===== src/dma_cmd_defines.svh =====
// Constants for the control byte decoder: patterns, bit positions, command codes
`ifndef DMA_CMD_DEFINES_SVH
`define DMA_CMD_DEFINES_SVH

// ************************************************
// Group identification masks and patterns
// ************************************************
`define GRP4_MASK 8'h83
`define GRP4_PAT 8'h81
`define GRP5_MASK 8'hc7
`define GRP5_PAT 8'h82
`define GRP6_MASK 8'h83
`define GRP6_PAT 8'h83

// ************************************************
// Mode/interrupt base byte fields
// ************************************************
`define B4_MODE_HI 6
`define B4_MODE_LO 5
`define B4_INTCTL 4
`define B4_ADDR_HI 3
`define B4_ADDR_LO 2

// ************************************************
// Interrupt control byte fields
// ************************************************
`define IC_MATCH 0
`define IC_EOB 1
`define IC_PULSE_A 2
`define IC_PULSE_B 3
`define IC_VECTOR 4
`define IC_SAV 5
`define IC_READY 6
`define VEC_CAUSE_HI 2
`define VEC_CAUSE_LO 1

// ************************************************
// Block-end/wait/ready base byte fields
// ************************************************
`define B5_AUTO 5
`define B5_WAIT 4
`define B5_RDY_POL 3

// ************************************************
// Command codes
// ************************************************
`define CMD_RESET 8'hc3
`define CMD_RST_A 8'hc7
`define CMD_RST_B 8'hcb
`define CMD_LOAD 8'hcf
`define CMD_CONT 8'hd3
`define CMD_EN_INT 8'hab
`define CMD_EN_XFER 8'h87

// ************************************************
// Cause codes placed in vector bits 2:1
// ************************************************
`define CAUSE_READY 2'h0
`define CAUSE_MATCH 2'h1
`define CAUSE_EOB 2'h2
`define CAUSE_PULSE 2'h3

`endif


===== src/dma_cmd_pkg.sv =====
// Types shared by the control byte decoder files
package dma_cmd_pkg;
	// Follow-on byte sequencer states
	typedef enum logic [2:0] {
		SEQ_BASE = 3'b000,
		SEQ_ADDR_LO = 3'b001,
		SEQ_ADDR_HI = 3'b010,
		SEQ_INTCTL = 3'b011,
		SEQ_PULSE = 3'b100,
		SEQ_VECTOR = 3'b101
	} seq_state_t;
	// Transfer operating modes
	typedef enum logic [1:0] {
		MODE_BYTE = 2'b00,
		MODE_CONT = 2'b01,
		MODE_BURST = 2'b10,
		MODE_RSVD = 2'b11
	} op_mode_t;
endpackage


===== src/int_pend_if.sv =====
// Interrupt pending signals between decoder and interrupt sequencer
`timescale 1ns/10ps
interface int_pend_if;
	logic int_en; // Interrupt logic enabled
	logic clear; // Clear latches
	logic [3:0] cause_set; // Cause events: ready, match, eob, pulse
	logic bus_released; // Device is off the bus
	logic [1:0] cause; // Cause of pending interrupt
	logic int_req; // Interrupt request
	modport ctl (output int_en, output clear, output cause_set, output bus_released,
		input cause, input int_req);
	modport seq (input int_en, input clear, input cause_set, input bus_released,
		output cause, output int_req);
endinterface


===== src/dma_ctrl_decoder.sv =====
// Control byte decoder for mode/interrupt, block-end/wait/ready and command groups
//
// Contract
// - Detect mode/interrupt base byte by bits 7,1,0
// - Base bits 6,5 select operating mode
// - Base bits 2,3 bring Port B address bytes
// - Pointer bits bring control, vector, pulse bytes
// - Control bits 0,1,6 choose interrupt causes
// - Interrupt needs logic enabled first
// - Release bus before raising interrupt request
// - Status-affects-vector replaces vector bits 2:1
// - Pulse interrupt when offset equals counter low
// - Detect block-end group base by five bits
// - Bit 5 chooses stop or auto restart
// - Bit 4 chooses chip enable or wait
// - Bit 3 sets ready input polarity
// - Bits 7,1,0 set decode a command
// - Commands other than enable-transfer stop requests
// - Reset command clears control state, keeps reads
// - C7 and CB reset port timing
// - Load copies addresses, clears count, unforces ready
// - Load fills source now, destination later
// - Continue clears count, keeps addresses
// - Enable-interrupts command turns interrupt logic on
// - Causes latch while interrupts are disabled
`timescale 1ns/10ps
`include "dma_cmd_defines.svh"
module dma_ctrl_decoder #(
	parameter int ADDR_W = 16
) (
	input wire logic clk,
	input wire logic rst_n,
	input wire logic wr_stb, // Control byte write strobe
	input wire logic [7:0] wr_data, // Control byte
	input wire logic ce_wait_n, // Chip-enable/wait pin
	input wire logic rdy, // Ready pin
	input wire logic bus_master, // Device holds the bus
	input wire logic match_event, // Byte match pulse from datapath
	input wire logic eob_event, // End-of-block pulse from datapath
	input wire logic count_tick, // Byte counter advance pulse
	input wire logic dst_first_count, // First destination count pulse
	input wire logic dst_fixed, // Destination address is fixed
	input wire logic src_is_a, // Port A is the source
	input wire logic match_int_en_grp, // Match group enables interrupts
	input wire logic iack, // Interrupt acknowledge
	input wire logic [ADDR_W-1:0] port_a_start, // Port A start address
	output logic [1:0] op_mode, // Operating mode
	output logic xfer_enabled, // Bus requesting allowed
	output logic bus_req, // Bus request
	output logic int_n, // Interrupt request, active low
	output logic [7:0] vector_out, // Vector placed on data bus
	output logic vector_oe, // Vector drive enable
	output logic wait_active, // Wait state inserted
	output logic auto_restart, // Auto restart selected
	output logic eob_status_clr, // End-of-block status clear pulse
	output logic force_ready_clr, // Force ready cancel pulse
	output logic port_a_std_timing, // Port A uses standard timing
	output logic port_b_std_timing, // Port B uses standard timing
	output logic [ADDR_W-1:0] src_addr_cnt, // Source address counter
	output logic [ADDR_W-1:0] dst_addr_cnt, // Destination address counter
	output logic [15:0] byte_cnt // Byte counter
);
	// ************************************************
	// Registers
	// ************************************************
	dma_cmd_pkg::seq_state_t seq_reg; // Follow-on sequencer
	logic [7:0] base4_reg; // Mode/interrupt base byte
	logic [7:0] intctl_reg; // Interrupt control byte
	logic [7:0] vector_reg; // Stored vector
	logic [7:0] pulse_reg; // Pulse offset byte
	logic [ADDR_W-1:0] pb_start_reg; // Port B start address
	logic [7:0] base5_reg; // Block-end/wait/ready byte
	logic xfer_en_reg; // Bus requesting enabled
	logic int_en_reg; // Interrupt logic enabled
	logic dst_pending_reg; // Destination load awaits first count
	logic [1:0] rdy_sync; // Ready synchroniser
	logic [1:0] cew_sync; // Chip-enable/wait synchroniser
	logic rdy_prev_reg; // Previous active ready
	logic pulse_ev; // Pulse match event
	logic vec_oe_reg; // Vector drive
	logic [7:0] vec_out_reg; // Vector output
	logic eob_clr_reg; // End-of-block clear pulse
	logic fr_clr_reg; // Force ready clear pulse
	logic pa_std_reg; // Port A standard timing
	logic pb_std_reg; // Port B standard timing
	logic [ADDR_W-1:0] src_reg; // Source counter
	logic [ADDR_W-1:0] dst_reg; // Destination counter
	logic [15:0] cnt_reg; // Byte counter
	logic at_base; // Sequencer expects a base byte
	logic is_grp4; // Mode/interrupt base byte
	logic is_grp5; // Block-end base byte
	logic is_cmd; // Command byte
	logic rdy_act; // Ready active after polarity
	logic int_req;
	logic [1:0] int_cause;

	int_pend_if ip ();

	// ************************************************
	// Byte classification
	// ************************************************
	assign at_base = (seq_reg == dma_cmd_pkg::SEQ_BASE);
	assign is_grp4 = at_base && wr_stb && ((wr_data & `GRP4_MASK) == `GRP4_PAT);
	assign is_grp5 = at_base && wr_stb && ((wr_data & `GRP5_MASK) == `GRP5_PAT);
	assign is_cmd = at_base && wr_stb && ((wr_data & `GRP6_MASK) == `GRP6_PAT);

	// Follow-on sequencer: next pointed byte in ascending order
	always_ff @(posedge clk or negedge rst_n) begin
		if (!rst_n) begin
			seq_reg <= dma_cmd_pkg::SEQ_BASE;
		end else if (wr_stb) begin
			case (seq_reg)
				dma_cmd_pkg::SEQ_BASE: begin
					if (is_grp4 && wr_data[`B4_ADDR_LO] && wr_data[`B4_ADDR_HI]) begin
						seq_reg <= dma_cmd_pkg::SEQ_ADDR_LO;
					end else if (is_grp4 && wr_data[`B4_INTCTL]) begin
						seq_reg <= dma_cmd_pkg::SEQ_INTCTL;
					end
				end
				dma_cmd_pkg::SEQ_ADDR_LO: begin
					seq_reg <= dma_cmd_pkg::SEQ_ADDR_HI;
				end
				dma_cmd_pkg::SEQ_ADDR_HI: begin
					seq_reg <= base4_reg[`B4_INTCTL] ? dma_cmd_pkg::SEQ_INTCTL
						: dma_cmd_pkg::SEQ_BASE;
				end
				dma_cmd_pkg::SEQ_INTCTL: begin
					if (wr_data[`IC_PULSE_B]) begin
						seq_reg <= dma_cmd_pkg::SEQ_PULSE;
					end else if (wr_data[`IC_VECTOR]) begin
						seq_reg <= dma_cmd_pkg::SEQ_VECTOR;
					end else begin
						seq_reg <= dma_cmd_pkg::SEQ_BASE;
					end
				end
				dma_cmd_pkg::SEQ_PULSE: begin
					seq_reg <= intctl_reg[`IC_VECTOR] ? dma_cmd_pkg::SEQ_VECTOR
						: dma_cmd_pkg::SEQ_BASE;
				end
				default: begin
					seq_reg <= dma_cmd_pkg::SEQ_BASE;
				end
			endcase
		end
	end

	// ************************************************
	// Stored control bytes
	// ************************************************
	// Mode/interrupt base and its follow-on bytes
	always_ff @(posedge clk or negedge rst_n) begin
		if (!rst_n) begin
			base4_reg <= 8'h00;
			intctl_reg <= 8'h00;
			pulse_reg <= 8'h00;
			vector_reg <= 8'h00;
			pb_start_reg <= '0;
		end else if (wr_stb) begin
			case (seq_reg)
				dma_cmd_pkg::SEQ_BASE: begin
					if (is_grp4) begin
						base4_reg <= wr_data;
					end
				end
				dma_cmd_pkg::SEQ_ADDR_LO: begin
					pb_start_reg[7:0] <= wr_data;
				end
				dma_cmd_pkg::SEQ_ADDR_HI: begin
					pb_start_reg[ADDR_W-1:8] <= wr_data[ADDR_W-9:0];
				end
				dma_cmd_pkg::SEQ_INTCTL: begin
					intctl_reg <= wr_data;
				end
				dma_cmd_pkg::SEQ_PULSE: begin
					pulse_reg <= wr_data;
				end
				dma_cmd_pkg::SEQ_VECTOR: begin
					vector_reg <= wr_data;
				end
				default: begin
					base4_reg <= base4_reg;
				end
			endcase
		end
	end

	// Block-end/wait/ready byte; reset command clears auto repeat and wait
	always_ff @(posedge clk or negedge rst_n) begin
		if (!rst_n) begin
			base5_reg <= 8'h00;
		end else if (is_grp5) begin
			base5_reg <= wr_data;
		end else if (is_cmd && wr_data == `CMD_RESET) begin
			base5_reg[`B5_AUTO] <= 1'b0;
			base5_reg[`B5_WAIT] <= 1'b0;
		end
	end

	// ************************************************
	// Command execution
	// ************************************************
	// Bus requesting: only enable-transfer allows it
	always_ff @(posedge clk or negedge rst_n) begin
		if (!rst_n) begin
			xfer_en_reg <= 1'b0;
		end else if (is_cmd) begin
			xfer_en_reg <= (wr_data == `CMD_EN_XFER);
		end else if (int_req || (ip.cause_set != 4'h0 && int_en_reg)) begin
			xfer_en_reg <= 1'b0;
		end
	end

	// Interrupt logic enable
	always_ff @(posedge clk or negedge rst_n) begin
		if (!rst_n) begin
			int_en_reg <= 1'b0;
		end else if (is_cmd && wr_data == `CMD_RESET) begin
			int_en_reg <= 1'b0;
		end else if ((is_cmd && wr_data == `CMD_EN_INT) || match_int_en_grp) begin
			int_en_reg <= 1'b1;
		end
	end

	// Port timing resets
	always_ff @(posedge clk or negedge rst_n) begin
		if (!rst_n) begin
			pa_std_reg <= 1'b1;
			pb_std_reg <= 1'b1;
		end else if (is_cmd) begin
			pa_std_reg <= pa_std_reg | (wr_data == `CMD_RESET) | (wr_data == `CMD_RST_A);
			pb_std_reg <= pb_std_reg | (wr_data == `CMD_RESET) | (wr_data == `CMD_RST_B);
		end
	end

	// Force ready and end-of-block status clear pulses
	always_ff @(posedge clk or negedge rst_n) begin
		if (!rst_n) begin
			fr_clr_reg <= 1'b0;
			eob_clr_reg <= 1'b0;
		end else begin
			fr_clr_reg <= is_cmd && (wr_data == `CMD_RESET || wr_data == `CMD_LOAD);
			eob_clr_reg <= eob_event && base5_reg[`B5_AUTO];
		end
	end

	// Address counters: source now, destination at first count unless fixed
	always_ff @(posedge clk or negedge rst_n) begin
		if (!rst_n) begin
			src_reg <= '0;
			dst_reg <= '0;
			dst_pending_reg <= 1'b0;
		end else if (is_cmd && wr_data == `CMD_LOAD) begin
			src_reg <= src_is_a ? port_a_start : pb_start_reg;
			dst_pending_reg <= !dst_fixed;
		end else if (dst_first_count && dst_pending_reg) begin
			dst_reg <= src_is_a ? pb_start_reg : port_a_start;
			dst_pending_reg <= 1'b0;
		end
	end

	// Byte counter; load and continue clear it, continue keeps addresses
	always_ff @(posedge clk or negedge rst_n) begin
		if (!rst_n) begin
			cnt_reg <= 16'h0000;
		end else if (is_cmd && (wr_data == `CMD_LOAD || wr_data == `CMD_CONT)) begin
			cnt_reg <= 16'h0000;
		end else if (eob_event && base5_reg[`B5_AUTO]) begin
			cnt_reg <= 16'h0000;
		end else if (count_tick) begin
			cnt_reg <= cnt_reg + 16'h0001;
		end
	end

	// ************************************************
	// Pin synchronisers and interrupt causes
	// ************************************************
	always_ff @(posedge clk or negedge rst_n) begin
		if (!rst_n) begin
			rdy_sync <= 2'b00;
			cew_sync <= 2'b11;
			// Matches the active-low ready seen after reset, so no false edge follows
			rdy_prev_reg <= 1'b1;
		end else begin
			rdy_sync <= {rdy_sync[0], rdy};
			cew_sync <= {cew_sync[0], ce_wait_n};
			rdy_prev_reg <= rdy_act;
		end
	end

	assign rdy_act = base5_reg[`B5_RDY_POL] ? rdy_sync[1] : !rdy_sync[1];
	assign pulse_ev = count_tick && intctl_reg[`IC_PULSE_A] && intctl_reg[`IC_PULSE_B]
		&& (cnt_reg[7:0] + 8'h01 == pulse_reg);

	assign ip.int_en = int_en_reg;
	assign ip.clear = is_cmd && wr_data == `CMD_RESET;
	assign ip.bus_released = !bus_master;
	assign ip.cause_set = {pulse_ev,
		eob_event && intctl_reg[`IC_EOB],
		match_event && intctl_reg[`IC_MATCH],
		rdy_act && !rdy_prev_reg && intctl_reg[`IC_READY]};
	assign int_req = ip.int_req;
	assign int_cause = ip.cause;

	int_latch u_int_latch (
		.clk(clk),
		.rst_n(rst_n),
		.ip(ip)
	);

	// Vector onto data bus during acknowledge, cause folded in when status-affects-vector is set
	always_ff @(posedge clk or negedge rst_n) begin
		if (!rst_n) begin
			vec_out_reg <= 8'h00;
			vec_oe_reg <= 1'b0;
		end else begin
			vec_oe_reg <= iack && int_req;
			vec_out_reg <= intctl_reg[`IC_SAV]
				? {vector_reg[7:3], int_cause, vector_reg[0]} : vector_reg;
		end
	end

	// ************************************************
	// Outputs
	// ************************************************
	assign op_mode = base4_reg[`B4_MODE_HI:`B4_MODE_LO];
	assign xfer_enabled = xfer_en_reg;
	assign bus_req = xfer_en_reg && rdy_act && !int_req;
	assign int_n = !int_req;
	assign vector_out = vec_out_reg;
	assign vector_oe = vec_oe_reg;
	assign wait_active = bus_master && base5_reg[`B5_WAIT] && !cew_sync[1];
	assign auto_restart = base5_reg[`B5_AUTO];
	assign eob_status_clr = eob_clr_reg;
	assign force_ready_clr = fr_clr_reg;
	assign port_a_std_timing = pa_std_reg;
	assign port_b_std_timing = pb_std_reg;
	assign src_addr_cnt = src_reg;
	assign dst_addr_cnt = dst_reg;
	assign byte_cnt = cnt_reg;
endmodule


===== src/int_latch.sv =====
// Interrupt cause latches and request sequencing
`timescale 1ns/10ps
`include "dma_cmd_defines.svh"
module int_latch (
	input wire logic clk,
	input wire logic rst_n,
	int_pend_if.seq ip
);
	logic [3:0] pend_reg; // Latched causes
	logic [1:0] cause_reg; // Cause of highest pending
	logic req_reg; // Request to processor

	// ************************************************
	// Cause latches: set wins over clear
	// ************************************************
	// Causes latch even while interrupt logic is disabled
	always_ff @(posedge clk or negedge rst_n) begin
		if (!rst_n) begin
			pend_reg <= 4'h0;
		end else begin
			pend_reg <= (ip.clear ? 4'h0 : pend_reg) | ip.cause_set;
		end
	end

	// Cause selection, match before end-of-block before pulse before ready
	always_ff @(posedge clk or negedge rst_n) begin
		if (!rst_n) begin
			cause_reg <= `CAUSE_READY;
		end else if (pend_reg[1]) begin
			cause_reg <= `CAUSE_MATCH;
		end else if (pend_reg[2]) begin
			cause_reg <= `CAUSE_EOB;
		end else if (pend_reg[3]) begin
			cause_reg <= `CAUSE_PULSE;
		end else begin
			cause_reg <= `CAUSE_READY;
		end
	end

	// Request only when enabled and the bus is already released
	always_ff @(posedge clk or negedge rst_n) begin
		if (!rst_n) begin
			req_reg <= 1'b0;
		end else begin
			req_reg <= ip.int_en && ip.bus_released && (pend_reg != 4'h0) && !ip.clear;
		end
	end

	assign ip.cause = cause_reg;
	assign ip.int_req = req_reg;
endmodule


===== config.mk =====
export PLATFORM = sky130hd
export DESIGN_NAME = dma_ctrl_decoder
export DESIGN_NICKNAME = d
export VERILOG_FILES = /design/src/dma_cmd_pkg.sv /design/src/int_pend_if.sv /design/src/dma_ctrl_decoder.sv /design/src/int_latch.sv
export VERILOG_INCLUDE_DIRS = /design/src
export SDC_FILE = /design/constraint.sdc
export NUM_CORES = 1
export LEC_CHECK = 0
export ABC_AREA = 1
export BUFFER_PORTS_ARGS = -buffer_cell sky130_fd_sc_hd__buf_2
export CAP_MARGIN = 20
export CORE_AREA = 2 2 127 104
export DETAILED_ROUTE_END_ITERATION = 8
export DIE_AREA = 0 0 129 106
export HOLD_SLACK_MARGIN = 0.1
export PLACE_DENSITY = 0.66
export SLEW_MARGIN = 30
export SYNTH_ARGS = -nofsm -noshare
export SYNTH_HDL_FRONTEND = slang
export SYNTH_SLANG_ARGS = --single-unit

===== constraint.sdc =====
create_clock -name clk -period 2.1 [get_ports clk]
set_input_delay 0.315 -clock clk [delete_from_list [all_inputs] [get_ports clk]]
set_output_delay 0.315 -clock clk [all_outputs]
set_load 0.02 [all_outputs]

==> qor.yml <==
placed_design:
  numPortBuffers: 105
  gp_congestion: 0.868
  dpl.hpwl_mm: 9.14
clock_tree:
  ctsResizeCount: 0
  path_clk_slew_ns: 0.06
  cts.hold.buffers_added: 4
  clk-insertion-delay-late_ns: 0.41
  cts_setup_buffers: 0
  htreeDepth: 4
  cts_buffers: 17
  cts_tree: "built"
  cts_root_buffer: "clkbuf_16"
  cts.sinks: 124
  clockBufferDepth: 2
synthesis:
  async_flop_share_pct: 100
  synth_cell_type_count: 41
  synth_edf_count: 0
  synth.yosys.warnings: 0
  synth_flop_cell: "dfrtp_1"
  yosysTopAreaCell: "dfrtp_1"
  ys_seq_area_share_pct: 56.7
  synth_nets: 639
  synthesis.area_um2: 5490
  yosys.cell_count.top_type: "nand2_1"
  synthTopCellsByCount: "nand2_1, dfrtp_1, o21ai_0"
  synth_top_area_share_pct: 54.3
  synth_area_leaders: "dfrtp_1, nand2_1, o21ai_0"
  netlist_instances: 600
  ys_ff_latch: 124
  avgSynthCellArea_um2: 9.14
worst_setup_path:
  crit_path_max_fanout: 32
  critPathRequiredTime_ns: 2.36
  cp-end-kind: "flop"
  crit_chain: "nor2_4 > nand2_2 > nor2_1 > nand3_2 > nor2_2 > nor2_4 > buf_4 > nor2_1 > a31oi_1"
  startpoint_type: "flop"
  crit_arrival_ns: 2.10
  critPathBufInv: 1
  cp_num_cells: 9
  worst_r2r_path_depth: 9
  slowest_delay_ns: 0.42
  cp_slowest_cell: "dfrtp_1"
  critical_path_class: "flop to flop"
  crit_family: "simple AND/OR/NAND/NOR gates"
power_and_ir_drop:
  p_sw_share_pct: 33.8
  switching_power_uw: 2910
  power-per-cell-area_nw_per_um2: 1270
  p_leak_uw: 0.00347
  pwr-share-seq_pct: 41.8
  peakVddDrop_v: 0.000710
  clockPowerShare_pct: 33.2
  p_total_uw: 8610
  p_int_uw: 5700
  pwr-share-comb_pct: 25.0
floorplan:
  start_util_pct: 43.7
  die_area_um2: 13700
  fp.dieH_um: 106
  die_w_um: 129
  core_um2: 12500
  ios: 106
  num_rows: 37
status:
  status: "finished, final reports clean"
sta:
  finalSetupViolations: 0
  rsz0062_at_grt: "false"
  slew_headroom_pct: 57.4
  tightest_slew_ns: 0.639
  post-route-period-util_pct: 87.4
  setup_tns_ns: 0
  finalMaxSlewViolations: 0
  hold_violations: 0
  max_freq_ghz: 0.545
  skew_ns: 0.00685
  min_period_ns: 1.84
worst_hold_path:
  holdPathStages: 3
  min_path_type: "input pin to flop"
route:
  detail_route.wl_per_cell_um: 14.3
  first_iter_violations: 316
  dr.pass1.iters: 5
  num_vias: 4491
  drcViolationCount: 0
  ant_nets: 0
  vias_per_cell: 4.98
  drt_wl_total_mm: 12.9
cells_and_area:
  drive_above_1_share_pct: 24.5
  insertedDiodeCount: 0
  final_nets: 752
  syn_to_final_growth_pct: 23.8
  num-fill-cells: 1200
global_route:
  grt_pass1_vias: 4404
  grt_antenna_before_repair: 0
  grt_overflow_total: 0
  grtUsageTotal_pct: 19.8
  grt_pass1_wl_mm: 21.2
  grt_max_degree: 125
job:
  maxCapViolCount: 0
==> worst min-delay path, delay by kind of cell <==
family,cells,cell delay (ns)
buf+inv,1,0.10
compound gates,1,0.08
simple gates,1,0.05
==> cells in the final DEF (no fill, tap or decap), types with 3 or more instances in the layout <==
master           n
clkinv_2         3
mux2i_1         16
nand2_1        151
a21oi_1         12
nand3_2          3
dfrtp_1        119
buf_2          104
o21ai_1         10
dfstp_2          5
clkbuf_8         3
xor2_1           3
nor2_1          38
clkbuf_16       17
nand3_1         23
nand2_4          3
o22ai_1          4
nand4_1          6
inv_2            4
nor2_4           7
a31oi_1         19
clkinvlp_4       4
nor3_1          10
o21ai_0         69
buf_4            5
dlygate4sd3_1    4
inv_1           53
nand2_2          5
==> per-stage QoR <==
stage	instances	utilization, %	worst slack, ns	hold slack [ns]	area (um^2)
after global placement	865	49.1	0.237	0.333	6160
after floorplan	600	-	0.410	0.0194	5490
after global routing	901	54.1	0.0567	0.177	6790
after CTS	901	54.1	0.269	0.167	6790
final	901	54.1	0.265	0.181	6790
after detailed placement	865	49.1	0.221	0.339	6160
==> final cells by class <==
class	count	area [um^2]	area share [%]
Sequential cell	124	3110	45.8
Multi-Input combinational cell	397	2030	29.9
Tap cell	175	219	3.22
Inverter	59	224	3.30
Clock inverter	10	114	1.68
Clock buffer	22	474	6.98
Timing Repair Buffer	114	618	9.10
==> path summary, 6_finish.rpt <==
path	from	to	slack (ns)
max	seq_reg[1]$_DFFE_PN0P_	dst_addr_cnt[10]$_DFFE_PN0P_	0.26
min	port_a_start[13]	dst_addr_cnt[13]$_DFFE_PN0P_	0.18
min reg2reg	rdy_sync[0]$_DFF_PN0_	rdy_sync[1]$_DFF_PN0_	0.35
max in group asynchronous	rst_n	dst_addr_cnt[9]$_DFFE_PN0P_	1.09
max reg2reg	seq_reg[1]$_DFFE_PN0P_	dst_addr_cnt[10]$_DFFE_PN0P_	0.26
min in group asynchronous	rst_n	rdy_sync[0]$_DFF_PN0_	0.56
==> power groups by stage <==
stage / Combinational [uW] / Sequential [uW] / Clock, uW
CTS: 2180 / 3600 / 2920
floorplan: 1230 / 3810 / 0
finish: 2150 / 3600 / 2860
global route: 2440 / 3700 / 3030
detailed placement: 2150 / 3640 / 0
global placement: 2090 / 3610 / 0
==> metal layers <==
metal  part of all wire (%)  GRT usage [%]
met3                    5.4           4.23
met2                     47           31.0
met4                    1.5           7.38
met1                     46           27.1
met5                      0              0
==> kinds of logic after synthesis <==
logic type / Yosys count / synth area share (%)
multiplexers: 18 / 3.33
AO/OA/AOI/OAI: 120 / 11.8
XOR/XNOR: 4 / 0.639
flip-flops: 124 / 56.7
buffers and inverters: 79 / 6.27
adder cells (fa/ha/maj): 1 / 0.228
AND/OR/NAND/NOR: 254 / 21.0
(Power assumes the default switching activity.)
